--- src/hdl/pmif_pkg.sv ---
// register map, field positions, reset values and carrier types for the
// interrupt flag and mask block.
// assumes a byte-wide subaddress port fed by the serial control bus decoder.
package pmif_pkg;

    // ========================================================
    // register offsets
    localparam logic [7:0] PMIF_OFS_EVENT_FLAGS_A = 8'h01;
    localparam logic [7:0] PMIF_OFS_SWITCH_FLAGS = 8'h02;
    localparam logic [7:0] PMIF_OFS_EVENT_MASK_A = 8'h03;

    // ========================================================
    // reset values and widths
    localparam int PMIF_FLAG_W = 6;
    localparam logic [7:0] PMIF_RST_EVENT_FLAGS_A = 8'h00;
    localparam logic [7:0] PMIF_RST_SWITCH_FLAGS = 8'h00;
    localparam logic [7:0] PMIF_RST_EVENT_MASK_A = 8'h00;
    localparam logic [7:0] PMIF_UNMAPPED_READ = 8'h00;
    localparam logic [1:0] PMIF_RESERVED_TOP = 2'h0;

    // ========================================================
    // event_flags_a / event_mask_a bit positions
    localparam int PMIF_BIT_PROG_SUPPLY_LOW = 5;
    localparam int PMIF_BIT_MAINS_CHANGE = 4;
    localparam int PMIF_BIT_BUTTON_CHANGE = 3;
    localparam int PMIF_BIT_OVERTEMP = 2;
    localparam int PMIF_BIT_CELL_DONE = 1;
    localparam int PMIF_BIT_NVM_DONE = 0;

    // ========================================================
    // switch_event_flags bit positions
    localparam int PMIF_BIT_SW3_FAULT = 5;
    localparam int PMIF_BIT_SW2_FAULT = 4;
    localparam int PMIF_BIT_SW1_FAULT = 3;
    localparam int PMIF_BIT_SW3_LIMIT = 2;
    localparam int PMIF_BIT_SW2_LIMIT = 1;
    localparam int PMIF_BIT_SW1_LIMIT = 0;

    // ========================================================
    // carriers
    typedef struct packed {
        logic rd;
        logic wr;
        logic [7:0] addr;
        logic [7:0] wdata;
    } pmif_reg_req_t;

    typedef struct packed {
        logic [2:0] overtemp;
        logic sw2_input_low;
        logic [2:0] limiting;
        logic [2:0] enabled;
    } pmif_switch_in_t;

    typedef struct packed {
        logic prog_supply_low;
        logic overtemp_warning;
        logic cell_settled;
        logic nvm_program_done;
    } pmif_event_in_t;

endpackage

--- src/hdl/pmif_flag_bank.sv ---
// a bank of sticky flags: set by hardware, cleared by a read strobe.
// assumes set and clear arrive as single-clock requests on i_mclk.
module pmif_flag_bank #(
    parameter int W = 6
) (
    input wire logic i_mclk,
    input wire logic i_rst,
    input wire logic [W-1:0] i_set,
    input wire logic [W-1:0] i_clr,
    output logic [W-1:0] o_flags
);

    // ========================================================
    // storage
    logic [W-1:0] flags_reg;

    // set wins over a clear landing in the same cycle, so no event is lost
    always_ff @(posedge i_mclk or posedge i_rst) begin
        if (i_rst) begin
            flags_reg <= '0;
        end else begin
            flags_reg <= (flags_reg & ~i_clr) | i_set;
        end
    end

    assign o_flags = flags_reg;

endmodule

--- src/hdl/pmif_irq_flags.sv ---
// interrupt flags and first mask register of the power-management block.
// assumes an upstream serial bus decoder presents subaddress reads/writes
// as one-cycle strobes; all inputs are synchronous to i_mclk.
module pmif_irq_flags (
    input wire logic i_mclk,
    input wire logic i_rst,
    input wire pmif_pkg::pmif_reg_req_t i_reg_req,
    output logic [7:0] o_reg_rdata,
    output logic o_reg_ack,
    input wire logic i_mains_present_in_n,
    input wire logic i_button_in_n,
    input wire pmif_pkg::pmif_event_in_t i_event,
    input wire pmif_pkg::pmif_switch_in_t i_switch,
    output logic o_mains_state,
    output logic o_button_state,
    output logic [2:0] o_switch_hold,
    output logic o_irq_out_n
);
    import pmif_pkg::*;

    // ========================================================
    // helpers
    function automatic logic [7:0] pad_reg(input logic [5:0] v);
        pad_reg = {PMIF_RESERVED_TOP, v};
    endfunction

    function automatic logic is_read_of(input pmif_reg_req_t r,
                                        input logic [7:0] ofs);
        is_read_of = r.rd && (r.addr == ofs);
    endfunction

    // ========================================================
    // declarations
    logic mains_prev_reg;
    logic button_prev_reg;
    logic pins_primed_reg;
    logic [PMIF_FLAG_W-1:0] mask_a_reg;
    logic [PMIF_FLAG_W-1:0] set_a;
    logic [PMIF_FLAG_W-1:0] clr_a;
    logic [PMIF_FLAG_W-1:0] flags_a;
    logic [2:0] set_fault;
    logic [2:0] clr_fault;
    logic [2:0] fault_flags;
    logic [2:0] limit_live;
    logic [2:0] hold_reg;
    logic [7:0] rdata_reg;
    logic ack_reg;
    logic irq_n_reg;
    logic [7:0] switch_word;

    // ========================================================
    // pin change detection
    // the first sample after reset only primes the history, so release of
    // reset never raises a false change event
    always_ff @(posedge i_mclk or posedge i_rst) begin
        if (i_rst) begin
            mains_prev_reg <= 1'b1;
            button_prev_reg <= 1'b1;
            pins_primed_reg <= 1'b0;
        end else begin
            mains_prev_reg <= i_mains_present_in_n;
            button_prev_reg <= i_button_in_n;
            pins_primed_reg <= 1'b1;
        end
    end

    assign o_mains_state = ~mains_prev_reg;
    assign o_button_state = ~button_prev_reg;

    // ========================================================
    // event_flags_a set terms
    always_comb begin
        set_a = '0;
        set_a[PMIF_BIT_PROG_SUPPLY_LOW] = i_event.prog_supply_low;
        set_a[PMIF_BIT_MAINS_CHANGE] = pins_primed_reg &&
            (i_mains_present_in_n != mains_prev_reg);
        set_a[PMIF_BIT_BUTTON_CHANGE] = pins_primed_reg &&
            (i_button_in_n != button_prev_reg);
        set_a[PMIF_BIT_OVERTEMP] = i_event.overtemp_warning;
        set_a[PMIF_BIT_CELL_DONE] = i_event.cell_settled;
        set_a[PMIF_BIT_NVM_DONE] = i_event.nvm_program_done;
    end

    // clear on read of the register
    assign clr_a = is_read_of(i_reg_req, PMIF_OFS_EVENT_FLAGS_A) ?
        '1 : '0;

    pmif_flag_bank #(
        .W(PMIF_FLAG_W)
    ) u_flags_a (
        .i_mclk(i_mclk),
        .i_rst(i_rst),
        .i_set(set_a),
        .i_clr(clr_a),
        .o_flags(flags_a)
    );

    // ========================================================
    // switch faults: index 0..2 is switch 1..3
    // overheat sets switch 3..1 faults
    // switch 2 also faults on low input
    assign set_fault = {i_switch.overtemp[2],
                        i_switch.overtemp[1] | i_switch.sw2_input_low,
                        i_switch.overtemp[0]};
    assign clr_fault = is_read_of(i_reg_req, PMIF_OFS_SWITCH_FLAGS) ?
        3'h7 : 3'h0;

    pmif_flag_bank #(
        .W(3)
    ) u_fault_flags (
        .i_mclk(i_mclk),
        .i_rst(i_rst),
        .i_set(set_fault),
        .i_clr(clr_fault),
        .o_flags(fault_flags)
    );

    always_ff @(posedge i_mclk or posedge i_rst) begin
        if (i_rst) begin
            hold_reg <= 3'h0;
        end else begin
            hold_reg <= set_fault;
        end
    end

    assign o_switch_hold = hold_reg;

    // zero when disabled, held off or idle
    assign limit_live = i_switch.limiting & i_switch.enabled & ~hold_reg;

    always_comb begin
        switch_word = PMIF_RST_SWITCH_FLAGS;
        switch_word[PMIF_BIT_SW3_FAULT] = fault_flags[2];
        switch_word[PMIF_BIT_SW2_FAULT] = fault_flags[1];
        switch_word[PMIF_BIT_SW1_FAULT] = fault_flags[0];
        switch_word[PMIF_BIT_SW3_LIMIT] = limit_live[2];
        switch_word[PMIF_BIT_SW2_LIMIT] = limit_live[1];
        switch_word[PMIF_BIT_SW1_LIMIT] = limit_live[0];
    end

    // ========================================================
    // event_mask_a
    // read-write mask, reset zero
    always_ff @(posedge i_mclk or posedge i_rst) begin
        if (i_rst) begin
            mask_a_reg <= PMIF_RST_EVENT_MASK_A[PMIF_FLAG_W-1:0];
        end else if (i_reg_req.wr &&
                     i_reg_req.addr == PMIF_OFS_EVENT_MASK_A) begin
            mask_a_reg <= i_reg_req.wdata[PMIF_FLAG_W-1:0];
        end
    end

    // ========================================================
    // read port: data captured before the clear-on-read takes effect
    always_ff @(posedge i_mclk or posedge i_rst) begin
        if (i_rst) begin
            rdata_reg <= PMIF_UNMAPPED_READ;
        end else if (i_reg_req.rd) begin
            unique case (i_reg_req.addr)
                PMIF_OFS_EVENT_FLAGS_A: rdata_reg <= pad_reg(flags_a);
                PMIF_OFS_SWITCH_FLAGS: rdata_reg <= switch_word;
                PMIF_OFS_EVENT_MASK_A: rdata_reg <= pad_reg(mask_a_reg);
                default: rdata_reg <= PMIF_UNMAPPED_READ;
            endcase
        end
    end

    always_ff @(posedge i_mclk or posedge i_rst) begin
        if (i_rst) begin
            ack_reg <= 1'b0;
        end else begin
            ack_reg <= i_reg_req.rd | i_reg_req.wr;
        end
    end

    assign o_reg_rdata = rdata_reg;
    assign o_reg_ack = ack_reg;

    // ========================================================
    // interrupt pin
    // second mask register is absent, so switch faults are never masked;
    // live limit bits are left off the pin to avoid chatter during limiting
    // unmasked flag pulls pin low
    always_ff @(posedge i_mclk or posedge i_rst) begin
        if (i_rst) begin
            irq_n_reg <= 1'b1;
        end else begin
            irq_n_reg <= ~(|(flags_a & ~mask_a_reg) | (|fault_flags));
        end
    end

    assign o_irq_out_n = irq_n_reg;

endmodule

--- config.mk ---
export PLATFORM = sky130hd
export DESIGN_NAME = pmif_irq_flags
export DESIGN_NICKNAME = d
export VERILOG_FILES = /design/src/hdl/pmif_pkg.sv /design/src/hdl/pmif_flag_bank.sv /design/src/hdl/pmif_irq_flags.sv
export SDC_FILE = /design/constraint.sdc
export NUM_CORES = 1
export LEC_CHECK = 0
export BUFFER_PORTS_ARGS = -buffer_cell sky130_fd_sc_hd__buf_2
export CELL_PAD_IN_SITES_DETAIL_PLACEMENT = 1
export CELL_PAD_IN_SITES_GLOBAL_PLACEMENT = 1
export CORE_AREA = 5 5 79 59
export DETAILED_ROUTE_END_ITERATION = 6
export DIE_AREA = 0 0 84 64
export GPL_TIMING_DRIVEN = 0
export PLACE_DENSITY_LB_ADDON = 0.1
export SYNTH_ARGS = -nofsm -noshare
export SYNTH_HDL_FRONTEND = slang
export SYNTH_SLANG_ARGS = --single-unit
export TNS_END_PERCENT = 100
--- constraint.sdc ---
create_clock -name i_mclk -period 1.3 [get_ports i_mclk]
set_clock_uncertainty 0.1 [all_clocks]
set_input_delay 0.13 -clock i_mclk [delete_from_list [all_inputs] [get_ports i_mclk]]
set_output_delay 0.13 -clock i_mclk [all_outputs]
set_load 0.05 [all_outputs]
==> results.yml, run 1 <==
synth:
  synth_area_leader_cell: "dfrtp_1"
  synth_seq_cells: 29
  ys_warn_count: 0
  synth_common_cells: "dfrtp_1 (26), inv_1 (15), o22ai_1 (8)"
  yosys.area.top_type_share_pct: 49.8
  synth_most_common_cell: "dfrtp_1"
  synth_area_per_cell_um2: 12.3
  synth_cell_types: 26
  synth-edff-count: 0
  synthArstFlopShare_pct: 100
  syn_inst: 106
  ys.flop_type: "dfrtp_1"
  synthTopCellsByArea: "dfrtp_1 (50%), mux2_4 (6.9%), dfstp_2 (6.0%)"
  syn_area_mm2: 0.00131
  ys_seq_area_share_pct: 55.8
floorplanning:
  dieHeight_um: 64
  coreArea_mm2: 0.00380
  dieArea_mm2: 0.00538
  initial_core_util_pct: 34.4
  die_x_um: 84
  rows: 19
  ios: 51
setup_path:
  worst_ep_arrival_time_ns: 1.03
  crit_start: "o_irq_out_n$_DFF_PP1_"
  crit_family: "flip-flops"
  cpMaxStageDelayCell: "dfstp_2"
  crit_fanout: 1
  critPathCaptureType: "output pin"
  cp_num_buf_inv: 1
  worstSetupPathType: "flip-flop to output pin"
  rrSetupSlack_ns: 0.06
  max_stage_delay_ns: 0.51
  cp_cell_sequence: "buf_2"
  start_kind: "flip-flop"
  rr_startpoint: "mask_a_reg[1]$_DFFE_PP0P_"
  cp_data_required_time_ns: 1.07
pwr:
  p_sw_share_pct: 25.3
  peakVddDrop_v: 0.000527
  p_leak_nw: 0.904
  p_clk_share_pct: 36.6
  intPower_mw: 1.44
  comb_power_share_pct: 14.5
  power.density_mw_per_mm2: 1030
  p_sw_mw: 0.488
  p_seq_share_pct: 48.9
clock_network:
  cts_tree: "done"
  htree_levels: 2
  ctsRootBufferMaster: "clkbuf_8"
  post-cts-setup-buffers: 0
  cts_buffers: 5
  cts.sinks: 29
  clk_latency_ns: 0.28
  clockBufferDepth: 2
  clk_pin_slew_ns: 0.06
drt:
  drt-met1-wl_um: 1540
  final_antenna_net_count: 0
  drc: 0
  dr_wl_met3_um: 202
  routed.top_layer: "met4"
  avgRoutedWirePerCell_um: 15.4
  vias: 1036
  vias_per_cell: 4.56
  met2_length_um: 1690
  drt_iter0_drc: 28
  dr.pass1.iters: 2
  drt-total-wl_um: 3490
finish:
  nFillCells: 440
  drive_gt1_share_pct: 43.4
  area_growth_pct: 43.0
  utilization_pct: 49.1
  n_antenna_cell: 0
  nNetsFinal: 210
sta:
  setup_tns_ns: 0
  tightest_slew_ns: 1.11
  max_freq_mhz: 795
  hold_viol_final: 0
  drv_slew: 0
  setup_viol: 0
  rsz0062_at_grt: "false"
  fin_crit_sh_pct: 96.8
  setup_slack_ns: 0.0422
  slew_headroom_pct: 25.7
  min_period_ns: 1.26
min_path:
  hold_path.class: "primary input to async pin"
place:
  io_buffers: 43
  gp_congestion: 0.725
  pre_cts_ws_ns: -0.214
  dp_hpwl_um: 2600
global_route:
  grt_overflow: 0
  track_usage_pct: 14.1
  antenna_found_initial: 0
  grt_pass1_vias: 1163
  grt_pass1_wl_um: 5730
  grt_max_degree: 30
flow_run:
  drv_cap: 0
status:
  outcome: "complete, no violations"
==> metrics by stage <==
stage	instance area (µm²)	power (mW)	cells	hold WS, ns
after floorplan	1310	1.10	107	0.0345
after global placement	1590	1.18	202	0.152
after detailed placement	1590	1.19	202	0.154
after CTS	1840	1.94	227	0.0689
after global routing	1870	2.02	227	0.123
final	1870	1.93	227	0.0302
==> power groups by stage <==
stage / sequential [mW] / clock [mW] / combinational, mW
2_1_floorplan: 0.981 / 0 / 0.120
4_1_cts: 0.943 / 0.723 / 0.271
6_report: 0.943 / 0.705 / 0.278
3_5_place_dp: 0.959 / 0 / 0.233
3_3_place_gp: 0.957 / 0 / 0.226
5_1_grt: 0.945 / 0.769 / 0.305
==> cell usage in the layout, fill, tap and decap left out <==
| cell type | netlist | layout |
|---|---|---|
| nor2_1 | 1 | 1 |
| inv_1 | 15 | 15 |
| clkbuf_1 | 1 | 4 |
| nand4_2 | 1 | 1 |
| buf_2 | 2 | 43 |
| a21o_1 | 7 | 7 |
| nand3_1 | 1 | 1 |
| nand3_4 | 1 | 1 |
| or2_2 | 2 | 2 |
| buf_4 | 2 | 4 |
| mux2_4 | 6 | 6 |
| a32oi_1 | 3 | 2 |
| clkbuf_8 | 0 | 5 |
| nor4_4 | 1 | 1 |
| nor3_1 | 2 | 2 |
| a22o_1 | 2 | 2 |
| conb_1 | 2 | 3 |
| and3_1 | 1 | 1 |
| o221ai_1 | 1 | 1 |
| nor2b_1 | 6 | 6 |
| mux2_2 | 6 | 6 |
| dlygate4sd3_1 | 0 | 17 |
| a32oi_2 | 0 | 1 |
| nand4_1 | 1 | 1 |
| a22oi_2 | 0 | 3 |
| xor2_1 | 2 | 2 |
| o22ai_1 | 8 | 8 |
| dfrtp_1 | 26 | 26 |
| dfstp_2 | 3 | 3 |
==> routing by layer <==
layer / GRT usage (%) / vias up
met5: 0 / -
met4: 6.02 / 0
met3: 4.88 / 5
met2: 23.0 / 32
met1: 17.0 / 494
li1: - / 505
==> cell families after synthesis <==
family / count (synthesis) / synth area share [%]
DFF: 29 / 55.8
muxes: 12 / 12.1
and+or+nand+nor: 17 / 10.1
AOI/OAI and AO/OA: 24 / 13.6
buffers and inverters: 20 / 6.51
other: 2 / 0.574
xor gates and xnor gates: 2 / 1.34
==> cell type report <==
type	instances	area [µm²]	area share (%)
multi-input combinational	58	519	27.8
tap	52	65.1	3.48
timing repair buffer	60	390	20.9
inverter	15	56.3	3.01
clock buffer	8	80.1	4.28
buffer	5	28.8	1.54
sequential	29	729	39.0
==> what timing repair did <==
item	in CTS	in global routing
hold endpoints to repair	18	0
setup endpoints to repair	0	6
gates resized for setup	0	8
hold buffers	17	0
==> final timing paths <==
check                                                      to  cells past startpoint
min reg2reg                u_fault_flags.o_flags[1]$_DFF_PP0_                      1
max in group asynchronous           mask_a_reg[0]$_DFFE_PP0P_                      2
max reg2reg                        o_reg_rdata[1]$_DFFE_PP0P_                      3
max                                               o_irq_out_n                      1
min                                o_reg_rdata[5]$_DFFE_PP0P_                      2
min in group i_mclk                o_reg_rdata[0]$_DFFE_PP0P_                      3
(Power assumes the default switching activity.)
==> run 2: changes to the inputs <==
Settings changed: ABC_AREA set to 1, CORE_AREA 5 5 79 59 to 5 5 80 60, DIE_AREA 0 0 84 64 to 0 0 85 65, PLACE_DENSITY_LB_ADDON 0.1 to 0.2.
Clock period 1.3 ns to 1.6 ns, I/O delays scaled along.
==> run 2 against run 1 <==
  * First-iteration DRC count down 21%
  * Die area up 2.8%
  * Area after synthesis rose by 10%
  * Combinational power shrank 25%
  * Highest routed layer unchanged
  * Via count grew 22%
  * Worst setup slack better by 0.083 ns
  * Power shrank 20%
  * Flip-flop and latch count is the same
  * Utilization is 1.7 points lower
  * Synthesized cell count is 53% higher
  * Global-route usage grew 0.74 points
  * Critical endpoint is now o_switch_hold[1]$_DFF_PP0_
==> results.yml, run 2 <==
finish:
  final_cell_mix: "buf_2 (45), nand2_1 (32), nand3_1 (26), dfrtp_1 (26), inv_1 (24)"
  area_growth_pct: 33.1
  drive_gt1_share_pct: 36.3
  multi_input_area_um2: 561
  final_common_cell: "buf_2"
  nNetsFinal: 261
  register_area_um2: 729
  nFillCells: 504
  n_antenna_cell: 0
clock_network:
  clockBufferDepth: 2
  cts_tree: "done"
  htree_levels: 2
  clk_latency_ns: 0.28
  ctsRootBufferMaster: "clkbuf_8"
  cts.sinks: 29
  clk_pin_slew_ns: 0.06
  cts_buffers: 5
  cts_resized: 0
floorplanning:
  dieHeight_um: 65
  coreArea_mm2: 0.00405
  rows: 20
  dieArea_mm2: 0.00553
  initial_core_util_pct: 35.6
  die_x_um: 85
  ios: 51
synth:
  synth_most_common_cell: "nand2_1"
  ys_warn_count: 0
  synth_area_leader_cell: "dfrtp_1"
  synth_area_per_cell_um2: 8.91
  ys.flop_type: "dfrtp_1"
  syn_inst: 162
  ys_seq_area_share_pct: 50.5
  synth_common_cells: "nand2_1 (32), dfrtp_1 (26), nand3_1 (26)"
  synth_seq_cells: 29
  syn_area_mm2: 0.00144
  synthArstFlopShare_pct: 100
  synth_cell_types: 25
  synthTopCellsByArea: "dfrtp_1 (45%), nand3_1 (9.0%), nand2_1 (8.3%)"
  yosys.area.top_type_share_pct: 45.1
  synth-edff-count: 0
pwr:
  p_sw_share_pct: 26.2
  p_leak_nw: 1.08
  p_clk_share_pct: 37.0
  comb_power_share_pct: 13.5
  p_total_mw: 1.55
  power.density_mw_per_mm2: 805
  p_seq_share_pct: 49.5
  intPower_mw: 1.14
  peakVddDrop_v: 0.000331
  p_sw_mw: 0.405
min_path:
  min_from: "i_switch[6]"
  min_to: "u_fault_flags.o_flags[1]$_DFF_PP0_"
  whs_path_depth: 3
  hold_path.class: "primary input to flip-flop"
status:
  outcome: "complete, no violations"
sta:
  min_period_ns: 1.47
  setup_slack_ns: 0.126
  slew_headroom_pct: 24.4
  hold_viol_final: 0
  max_freq_mhz: 678
  drv_slew: 0
  rsz0062_at_grt: "false"
  fin_crit_sh_pct: 92.2
  tightest_slew_ns: 1.13
  setup_tns_ns: 0
  setup_viol: 0
flow_run:
  drv_cap: 0
global_route:
  grt_pass1_wl_um: 6320
  grt_overflow: 0
  antenna_found_initial: 0
  grt_pass1_vias: 1338
  grt_max_degree: 30
  track_usage_pct: 14.8
drt:
  vias: 1262
  final_antenna_net_count: 0
  drt-total-wl_um: 3780
  drc: 0
  avgRoutedWirePerCell_um: 13.5
  drt_iter0_drc: 22
  vias_per_cell: 4.49
  dr.pass1.iters: 4
setup_path:
  start_kind: "primary input"
  critPathCaptureType: "flip-flop"
  r2r-end: "o_irq_out_n$_DFF_PP1_"
  rrSetupSlack_ns: 0.57
  crit_start: "i_switch[8]"
  rr_worst_depth: 3
  cpMaxStageDelayCell: "dlygate4sd3_1"
  cp_data_required_time_ns: 1.68
  rr_startpoint: "u_flags_a.o_flags[0]$_DFF_PP0_"
  worst_ep_arrival_time_ns: 1.55
  crit_family: "buffers and inverters"
  worstSetupPathType: "primary input to flip-flop"
  crit_fanout: 2
  cp_num_buf_inv: 4
  worst_path_most_repeated_cell: "dlygate4sd3_1"
  cp_cell_sequence: "dlygate4sd3_1 > buf_2 > nor2_1 > dlygate4sd3_1 > inv_1"
  max_stage_delay_ns: 0.57
place:
  pre_cts_ws_ns: 0.251
  gp_congestion: 0.798
  io_buffers: 45
  dp_hpwl_um: 2920
==> run 2: logic make-up (layout without fill, tap and decap cells) <==
logic type | after synthesis | in the layout | share of synthesized area, %
simple gates | 78 | 78 | 28.4
flops | 29 | 29 | 50.5
other cells | 2 | 3 | 0.520
buf+inv | 34 | 97 | 10.9
compound gates | 19 | 19 | 9.62
==> run 2: tightest hold or removal path: cells and delay by family <==
kind                   cells  cell delay [ns]
AND/OR/NAND/NOR            1             0.05
buffers and inverters      1             0.08
AO/OA/AOI/OAI              1             0.07
==> run 2: metrics by stage <==
stage / hold WS [ns] / util, % / instances / instance area [µm²]
2_1_floorplan: 0.0645 / - / 163 / 1450
3_3_place_gp: 0.180 / 43.0 / 263 / 1740
3_5_place_dp: 0.185 / 43.0 / 263 / 1740
4_1_cts: 0.00871 / 47.4 / 281 / 1920
5_1_grt: 0.0221 / 47.4 / 281 / 1920
6_report: 0.0184 / 47.4 / 281 / 1920
==> run 2: repair_timing <==
item                                   4_1_cts  5_1_grt
endpoints found under the hold margin        9        0
setup buffers                                0        0
hold buffers                                10        0
==> run 2: metal layers <==
| metal | global-route usage (%) | vias to the layer above | share of wire [%] |
|---|---|---|---|
| met4 | 6.52 | 0 | 1.5 |
| met2 | 24.1 | 41 | 46 |
| met5 | 0 | - | 0 |
| met3 | 4.07 | 5 | 7.2 |
| met1 | 18.3 | 589 | 46 |
| li1 | - | 627 | - |
==> run 2: how the worst max path moves through the flow <==
stage	to	cells past startpoint
2_1_floorplan	o_reg_rdata[0]$_DFFE_PP0P_	5
3_3_place_gp	u_flags_a.o_flags[0]$_DFF_PP0_	4
3_5_place_dp	mask_a_reg[1]$_DFFE_PP0P_	2
4_1_cts	o_switch_hold[1]$_DFF_PP0_	5
5_1_grt	o_switch_hold[1]$_DFF_PP0_	5
6_report	o_switch_hold[1]$_DFF_PP0_	5
==> run 2: final cells by class <==
| class | count | share of cell area, % |
|---|---|---|
| clock buffer | 8 | 4.17 |
| sequential | 29 | 38.0 |
| tap | 55 | 3.58 |
| timing repair buffer | 55 | 16.9 |
| inverter | 28 | 5.47 |
| buffer | 6 | 2.73 |
| multi-input combinational | 100 | 29.2 |
==> run 2: power groups by stage <==
stage / Combinational, mW / Clock [mW] / Sequential (mW)
CTS: 0.212 / 0.600 / 0.766
global route: 0.229 / 0.626 / 0.768
detailed placement: 0.192 / 0 / 0.779
global placement: 0.185 / 0 / 0.778
floorplan: 0.0989 / 0 / 0.798
finish: 0.209 / 0.572 / 0.766
